File: src/hdl/asp_params.svh
// timing and geometry constants for the static memory port controller
`ifndef ASP_PARAMS_SVH
`define ASP_PARAMS_SVH
`define ASP_ADDR_W 15
`define ASP_DATA_W 8
`define ASP_CLK_PS 50000
`define ASP_T_RC_PS 12000
`define ASP_T_AA_PS 12000
`define ASP_T_WC_PS 12000
`define ASP_T_WP_PS 8000
`define ASP_T_CW_PS 10000
`define ASP_T_DW_PS 8000
`define ASP_T_OW_PS 5000
`define ASP_T_OHZ_PS 6000
`define ASP_T_R_MS 5
// least times round up, none below one cycle
`define ASP_CYC(t) ((((t) + `ASP_CLK_PS - 1) / `ASP_CLK_PS) < 1 ? 1 : (((t) + `ASP_CLK_PS - 1) / `ASP_CLK_PS))
`define ASP_RD_CYC `ASP_CYC(`ASP_T_AA_PS)
`define ASP_WP_CYC `ASP_CYC(`ASP_T_WP_PS > `ASP_T_CW_PS ? `ASP_T_WP_PS : `ASP_T_CW_PS)
`define ASP_TURN_CYC `ASP_CYC(`ASP_T_OHZ_PS > `ASP_T_OW_PS ? `ASP_T_OHZ_PS : `ASP_T_OW_PS)
// cycles per millisecond first: 5 ms in picoseconds would overflow a 32-bit integer
`define ASP_RECOVER_CYC (`ASP_T_R_MS * (1000000000 / `ASP_CLK_PS))
`endif

File: src/hdl/asp_pkg.sv
// types shared by the static memory port controller
`include "asp_params.svh"
package asp_pkg;
   typedef logic [`ASP_ADDR_W-1:0] asp_addr_t;
   typedef logic [`ASP_DATA_W-1:0] asp_data_t;
   typedef enum logic [2:0] {asp_wait, asp_idle, asp_rd, asp_wr, asp_turn} asp_state_e;
endpackage

File: src/hdl/asp_pin_if.sv
// pin bundle between the sequencer and the pin driver
`timescale 1ns/1ps
`default_nettype none
interface asp_pin_if;
   logic cs_n;
   logic oe_n;
   logic we_n;
   logic drive;
   asp_pkg::asp_addr_t addr;
   asp_pkg::asp_data_t wdata;
   modport seq (output cs_n, output oe_n, output we_n, output drive, output addr, output wdata);
   modport pins (input cs_n, input oe_n, input we_n, input drive, input addr, input wdata);
endinterface
`default_nettype wire

File: src/hdl/asp_ctrl.sv
// controller that drives a 32k x 8 asynchronous static memory
// How it works
// - write lasts while select and strobe low
// - reads spaced 12 ns, data by 12 ns
// - write cycle at least 12 ns
// - write pulse low at least 8 ns
// - address and select 10 ns before end
// - write data stable 8 ns before end
// - zero address setup and recovery allowed
// - wait 5 ms after retention before access
`timescale 1ns/1ps
`default_nettype none
`include "asp_params.svh"
module asp_ctrl
#(
   parameter int RECOVER_CYC = `ASP_RECOVER_CYC
)
(
   input wire logic clk,
   input wire logic rst,
   input wire logic retain,
   input wire logic req_valid,
   output logic req_ready,
   input wire logic req_write,
   input wire asp_pkg::asp_addr_t req_addr,
   input wire asp_pkg::asp_data_t req_wdata,
   output logic rsp_valid,
   output asp_pkg::asp_data_t rsp_rdata,
   output logic cs_n,
   output logic oe_n,
   output logic we_n,
   output asp_pkg::asp_addr_t word_select_bus,
   input wire asp_pkg::asp_data_t byte_lines_i,
   output asp_pkg::asp_data_t byte_lines_o,
   output logic byte_lines_oe
);
   // ************************************************************
   // sequencer state
   // ************************************************************
   asp_pin_if pin ();
   asp_pkg::asp_state_e state_r;
   logic [22:0] cnt_r;
   asp_pkg::asp_addr_t addr_r;
   asp_pkg::asp_data_t wdata_r;
   logic did_write_r;

   // every strobe leaves through the pin register, so pins lag the state by one cycle;
   // the counts below are measured on the state and the lag is added where it matters
   // a 23-bit counter covers the full recovery wait at the nominal clock
   localparam logic [22:0] RD_CYC = 23'(`ASP_RD_CYC);
   localparam logic [22:0] WP_CYC = 23'(`ASP_WP_CYC);
   localparam logic [22:0] TURN_CYC = 23'(`ASP_TURN_CYC);
   localparam logic [22:0] REC_CYC = 23'(RECOVER_CYC);

   // requests only taken when idle and not in retention
   // limitation: retain raised in mid-access lets that access finish first,
   // so the supply must not drop before the memory is deselected
   assign req_ready = (state_r == asp_pkg::asp_idle) && !retain;

   always_ff @(posedge clk or posedge rst)
      if (rst)
      begin
         state_r <= asp_pkg::asp_wait;
         cnt_r <= '0;
      end
      else
      begin
         case (state_r)
            asp_pkg::asp_wait:
            begin
               // retention restarts the full recovery wait
               if (retain)
                  cnt_r <= '0;
               else if (cnt_r >= REC_CYC - 23'h00_0001)
               begin
                  state_r <= asp_pkg::asp_idle;
                  cnt_r <= '0;
               end
               else
                  cnt_r <= cnt_r + 23'h00_0001;
            end
            asp_pkg::asp_idle:
            begin
               cnt_r <= '0;
               if (retain)
                  state_r <= asp_pkg::asp_wait;
               else if (req_valid)
                  state_r <= req_write ? asp_pkg::asp_wr : asp_pkg::asp_rd;
            end
            asp_pkg::asp_rd:
            begin
               // one extra cycle covers the register stage before the pins
               if (cnt_r >= RD_CYC)
               begin
                  state_r <= asp_pkg::asp_turn;
                  cnt_r <= '0;
               end
               else
                  cnt_r <= cnt_r + 23'h00_0001;
            end
            asp_pkg::asp_wr:
            begin
               if (cnt_r >= WP_CYC - 23'h00_0001)
               begin
                  state_r <= asp_pkg::asp_turn;
                  cnt_r <= '0;
               end
               else
                  cnt_r <= cnt_r + 23'h00_0001;
            end
            default:
            begin
               // turnaround: device output float/recovery before next access
               if (cnt_r >= TURN_CYC - 23'h00_0001)
               begin
                  state_r <= asp_pkg::asp_idle;
                  cnt_r <= '0;
               end
               else
                  cnt_r <= cnt_r + 23'h00_0001;
            end
         endcase
      end

   // ************************************************************
   // request capture
   // ************************************************************
   always_ff @(posedge clk or posedge rst)
      if (rst)
      begin
         addr_r <= '0;
         wdata_r <= '0;
         did_write_r <= 1'b0;
      end
      else if (req_valid && req_ready)
      begin
         addr_r <= req_addr;
         wdata_r <= req_wdata;
         did_write_r <= req_write;
      end

   // ************************************************************
   // pin intent: address and data held through the whole cycle
   // ************************************************************
   always_comb
   begin
      pin.cs_n = 1'b1;
      pin.oe_n = 1'b1;
      pin.we_n = 1'b1;
      pin.drive = 1'b0;
      pin.addr = addr_r;
      pin.wdata = wdata_r;
      case (state_r)
         asp_pkg::asp_rd:
         begin
            pin.cs_n = 1'b0;
            pin.oe_n = 1'b0;
         end
         asp_pkg::asp_wr:
         begin
            // select and strobe fall together so the memory never drives
            pin.cs_n = 1'b0;
            pin.we_n = 1'b0;
            pin.drive = 1'b1;
         end
         asp_pkg::asp_turn:
         begin
            // data held one cycle past write end; zero hold is legal
            pin.drive = did_write_r;
         end
         default:
         begin
            pin.cs_n = 1'b1;
         end
      endcase
   end

   asp_pin_drv u_drv
   (
      .clk(clk),
      .rst(rst),
      .p(pin.pins),
      .cs_n(cs_n),
      .oe_n(oe_n),
      .we_n(we_n),
      .word_select_bus(word_select_bus),
      .byte_lines_o(byte_lines_o),
      .byte_lines_oe(byte_lines_oe)
   );

   // ************************************************************
   // read capture at the end of the access window
   // ************************************************************
   // sampling a full cycle after the pins fall leaves wide margin over the access time;
   // the price is one extra cycle of read latency
   always_ff @(posedge clk or posedge rst)
      if (rst)
      begin
         rsp_valid <= 1'b0;
         rsp_rdata <= '0;
      end
      else
      begin
         rsp_valid <= 1'b0;
         if (state_r == asp_pkg::asp_rd && cnt_r >= RD_CYC)
         begin
            rsp_valid <= 1'b1;
            rsp_rdata <= byte_lines_i;
         end
      end
endmodule // asp_ctrl
`default_nettype wire

File: src/hdl/asp_pin_drv.sv
// registered pin stage: all strobes, address and data leave from flip-flops
`timescale 1ns/1ps
`default_nettype none
module asp_pin_drv
(
   input wire logic clk,
   input wire logic rst,
   asp_pin_if.pins p,
   output logic cs_n,
   output logic oe_n,
   output logic we_n,
   output asp_pkg::asp_addr_t word_select_bus,
   output asp_pkg::asp_data_t byte_lines_o,
   output logic byte_lines_oe
);
   // registering keeps strobe, address and data edges aligned to one clock edge
   always_ff @(posedge clk or posedge rst)
      if (rst)
      begin
         cs_n <= 1'b1;
         oe_n <= 1'b1;
         we_n <= 1'b1;
         byte_lines_oe <= 1'b0;
      end
      else
      begin
         cs_n <= p.cs_n;
         oe_n <= p.oe_n;
         we_n <= p.we_n;
         byte_lines_oe <= p.drive;
      end

   always_ff @(posedge clk or posedge rst)
      if (rst)
      begin
         word_select_bus <= '0;
         byte_lines_o <= '0;
      end
      else
      begin
         word_select_bus <= p.addr;
         byte_lines_o <= p.wdata;
      end
endmodule // asp_pin_drv
`default_nettype wire

File: config.mk
export PLATFORM = sky130hd
export DESIGN_NAME = asp_ctrl
export DESIGN_NICKNAME = d
export VERILOG_FILES = /design/src/hdl/asp_pkg.sv /design/src/hdl/asp_pin_if.sv /design/src/hdl/asp_ctrl.sv /design/src/hdl/asp_pin_drv.sv
export VERILOG_INCLUDE_DIRS = /design/src /design/src/hdl
export SDC_FILE = /design/constraint.sdc
export NUM_CORES = 1
export LEC_CHECK = 0
export BUFFER_PORTS_ARGS = -buffer_cell sky130_fd_sc_hd__buf_2
export CORE_ASPECT_RATIO = 0.75
export CORE_UTILIZATION = 47
export DETAILED_ROUTE_END_ITERATION = 8
export MAX_ROUTING_LAYER = met4
export PLACE_DENSITY = 0.73
export SLEW_MARGIN = 30
export SYNTH_ARGS = -nofsm -noshare
export SYNTH_HDL_FRONTEND = slang
export SYNTH_SLANG_ARGS = --single-unit
File: constraint.sdc
create_clock -name clk -period 2.95 [get_ports clk]
set_input_delay 0.59 -clock clk [delete_from_list [all_inputs] [get_ports clk]]
set_output_delay 0.59 -clock clk [all_outputs]
set_load 0.02 [all_outputs]
==> flow_metrics.env <==
export IMPL_routed_via_density=4.83
export IMPL_clk_latency_ns=0.35
export IMPL_track_usage_pct=17.5
export IMPL_synth_edf_count=0
export IMPL_yosys_top_cells_area="dfrtp_1 66%, mux2_1 11%, nor2_1 3.1%"
export IMPL_antenna_found_initial=0
export IMPL_async_flop_share_pct=100
export IMPL_fin_cells=396
export IMPL_postRouteAntennaNets=0
export IMPL_layout_drive_gt1_share_pct=31.7
export IMPL_die_height_um=72.8
export IMPL_wl_met1_um=2480
export IMPL_drt_iter0_drc=114
export IMPL_area_delta_synth_final_pct=21.5
export IMPL_clock_fmax_mhz=428
export IMPL_postSynthAreaPerCell_um2=14.1
export IMPL_synth_cells=223
export IMPL_gr_total_overflow=0
export IMPL_yosysUniqueCellTypes=30
export IMPL_startpoint_type="register"
export IMPL_rsz0062_at_grt="no"
export IMPL_grt_pass1_wl_um=8750
export IMPL_hold_worst_slack_ns=0.326
export IMPL_required_ns=3.18
export IMPL_dr_wl_met2_um=2260
export IMPL_worst_path_buf_inv=0
export IMPL_antenna_cells=0
export IMPL_die_width_um=96.3
export IMPL_gp_congestion=0.836
export IMPL_drc=0
export IMPL_drv_slew=0
export IMPL_htreeDepth=3
export IMPL_vias=1911
export IMPL_cts_buffer_depth=2
export IMPL_highest_layer="met4"
export IMPL_vdd_drop_max_mv=0.459
export IMPL_wirelength_um=5170
export IMPL_design_area_um2=3810
export IMPL_wl_met3_um=296
export IMPL_cts_buffers_inserted=9
export IMPL_setup_viol=0
export IMPL_slew_headroom_pct=51.2
export IMPL_core_area_um2=6380
export IMPL_cts_root_buffer="clkbuf_8"
export IMPL_syn_cell_area_um2=3140
export IMPL_cp_end_kind="register"
export IMPL_cap_violations=0
export IMPL_cts_resized=0
export IMPL_hold_buffers=0
export IMPL_cts_tree="yes"
export IMPL_worst_slew_pin_slew_ns=0.732
export IMPL_fin_skew_ns=0.0120
export IMPL_cp_cell_sequence="ha_1, nor4_1, nand4_1, nor2_1, nand2b_1, mux2_1"
export IMPL_synth_most_common_cell="dfrtp_1"
export IMPL_rows=25
export IMPL_p_leak_nw=1.76
export IMPL_synth_top_area_share_pct=66.2
export IMPL_arrival_ns=2.57
export IMPL_status="finished clean"
export IMPL_cp_top_family="simple AND/OR/NAND/NOR gates"
export IMPL_grt_pass1_vias=1885
export IMPL_placedCellCount=380
export IMPL_critPathKind="register to register"
export IMPL_slowest_stage="nand2b_1"
export IMPL_fin_crit_ns=2.34
export IMPL_grt_max_degree=47
export IMPL_portBuffers=72
export IMPL_hold_viol_final=0
export IMPL_fin_nets=348
export IMPL_numClockSinks=86
export IMPL_yosysSeqAreaShare_pct=68.7
export IMPL_r2r_slack_ns=0.61
export IMPL_tns_ns=0
export IMPL_hp_class="input pin to async pin"
export IMPL_io_pins=73
export IMPL_synth_top_area_cell="dfrtp_1"
export IMPL_placed_cell_area_um2=3610
export IMPL_firstDrtPassIters=4
export IMPL_dp_hpwl_um=3680
export IMPL_dieArea_um2=7010
export IMPL_initial_utilization_pct=49.2
export IMPL_postCtsSetupBuffers=0
export IMPL_clkTransAtPathRegs_ns=0.09
export IMPL_ys_ff_latch=86
export IMPL_ys_top_cells_by_count="83 x dfrtp_1, 32 x mux2_1, 26 x nor2_1, 14 x nand2_1, 10 x xor2_1"
export IMPL_min_period_over_period_pct=79.2
export IMPL_wl_per_cell_um=13.1
export IMPL_max_stage_delay_ns=0.46
export IMPL_yosysWarnings=0
export IMPL_worstPathMaxFanout=9
export IMPL_synth_ff_type="dfrtp_1"
export IMPL_p_per_area_nw_per_um2=835
flip-flops by register name (all words and copies together) (netlist names):
name / count
cnt_r: 23
addr_r: 15
u_drv.word_select_bus: 15
pin.wdata: 8
rsp_rdata: 8
u_drv.byte_lines_o: 8
state_r: 3
did_write_r: 1
rsp_valid: 1
u_drv.byte_lines_oe: 1
u_drv.cs_n: 1
u_drv.oe_n: 1
u_drv.we_n: 1
final cells by class:
class / instances / area [um^2]
Fill cell: 528 / 2570
Sequential cell: 86 / 2160
Multi-Input combinational cell: 131 / 947
Timing Repair Buffer: 75 / 383
Clock buffer: 10 / 128
Tap cell: 81 / 101
Clock inverter: 6 / 68.8
Inverter: 7 / 27.5
kinds of logic after synthesis:
kind of cell,after synthesis,share of synthesized area [%]
AOI/OAI and AO/OA,9,2.67
muxes,32,11.5
other,1,0.120
adders and majority gates,2,0.798
DFF,86,68.7
xor gates and xnor gates,15,4.19
and+or+nand+nor,67,10.3
buffers and inverters,11,1.68
per-stage QoR:
| stage | power [mW] | worst slack [ns] | utilization (%) |
|---|---|---|---|
| after CTS | 3.23 | 0.603 | 59.7 |
| after floorplan | 2.13 | 0.143 | - |
| final | 3.18 | 0.615 | 59.7 |
| after global placement | 2.39 | 0.717 | 56.6 |
| after global routing | 3.36 | 0.399 | 59.7 |
| after detailed placement | 2.42 | 0.621 | 56.6 |
worst reg2reg max path: stages, from the launching register on:
cell	delay, ns
dfrtp_1	0.45
ha_1	0.23
nor4_1	0.27
nand4_1	0.13
nor2_1	0.30
nand2b_1	0.46
mux2_1	0.38
power breakdown:
part           switching [mW]  internal [mW]  leakage (nW)
Combinational           0.446          0.276         0.615
Clock                   0.406          0.397        0.0973
Sequential              0.127           1.53          1.05
worst paths after layout:
| path | cells past startpoint | startpoint | end |
|---|---|---|---|
| max | 6 | cnt_r[0]$_DFF_PP0_ | rsp_rdata[3]$_DFFE_PP0P_ |
| min | 2 | rst | addr_r[14]$_DFFE_PP0P_ |
| max reg2reg | 6 | cnt_r[0]$_DFF_PP0_ | rsp_rdata[3]$_DFFE_PP0P_ |
| min reg2reg | 0 | pin.wdata[7]$_DFFE_PP0P_ | u_drv.byte_lines_o[7]$_DFF_PP0_ |
| max in group asynchronous | 3 | rst | addr_r[0]$_DFFE_PP0P_ |
| min in group clk | 0 | pin.wdata[7]$_DFFE_PP0P_ | u_drv.byte_lines_o[7]$_DFF_PP0_ |
cells in the final DEF (no fill, tap or decap), drive strengths merged:
master / Yosys / routed
nor4: 6 / 6
or2: 2 / 2
a21o: 1 / 1
dfrtp: 83 / 83
bufinv: 0 / 1
ha: 2 / 2
a41oi: 1 / 1
nand2: 14 / 14
clkinv: 0 / 3
clkbuf: 0 / 10
xor2: 10 / 10
xnor2: 5 / 5
nor2: 26 / 26
dfstp: 3 / 3
nand4: 5 / 5
clkinvlp: 0 / 1
inv: 7 / 8
conb: 1 / 6
a221o: 1 / 1
a21oi: 3 / 3
nor3: 4 / 4
and2: 1 / 1
a32oi: 1 / 1
nand2b: 2 / 2
and3: 1 / 1
mux2: 32 / 32
o31ai: 1 / 1
o211ai: 1 / 1
buf: 4 / 75
nand3: 6 / 6
routing by layer:
layer	vias up	track usage [%]
met5	-	-
met4	0	8.17
met3	13	5.31
met2	55	24.0
met1	923	23.9
li1	920	-
Note: power is estimated with default switching activity, not from simulation.
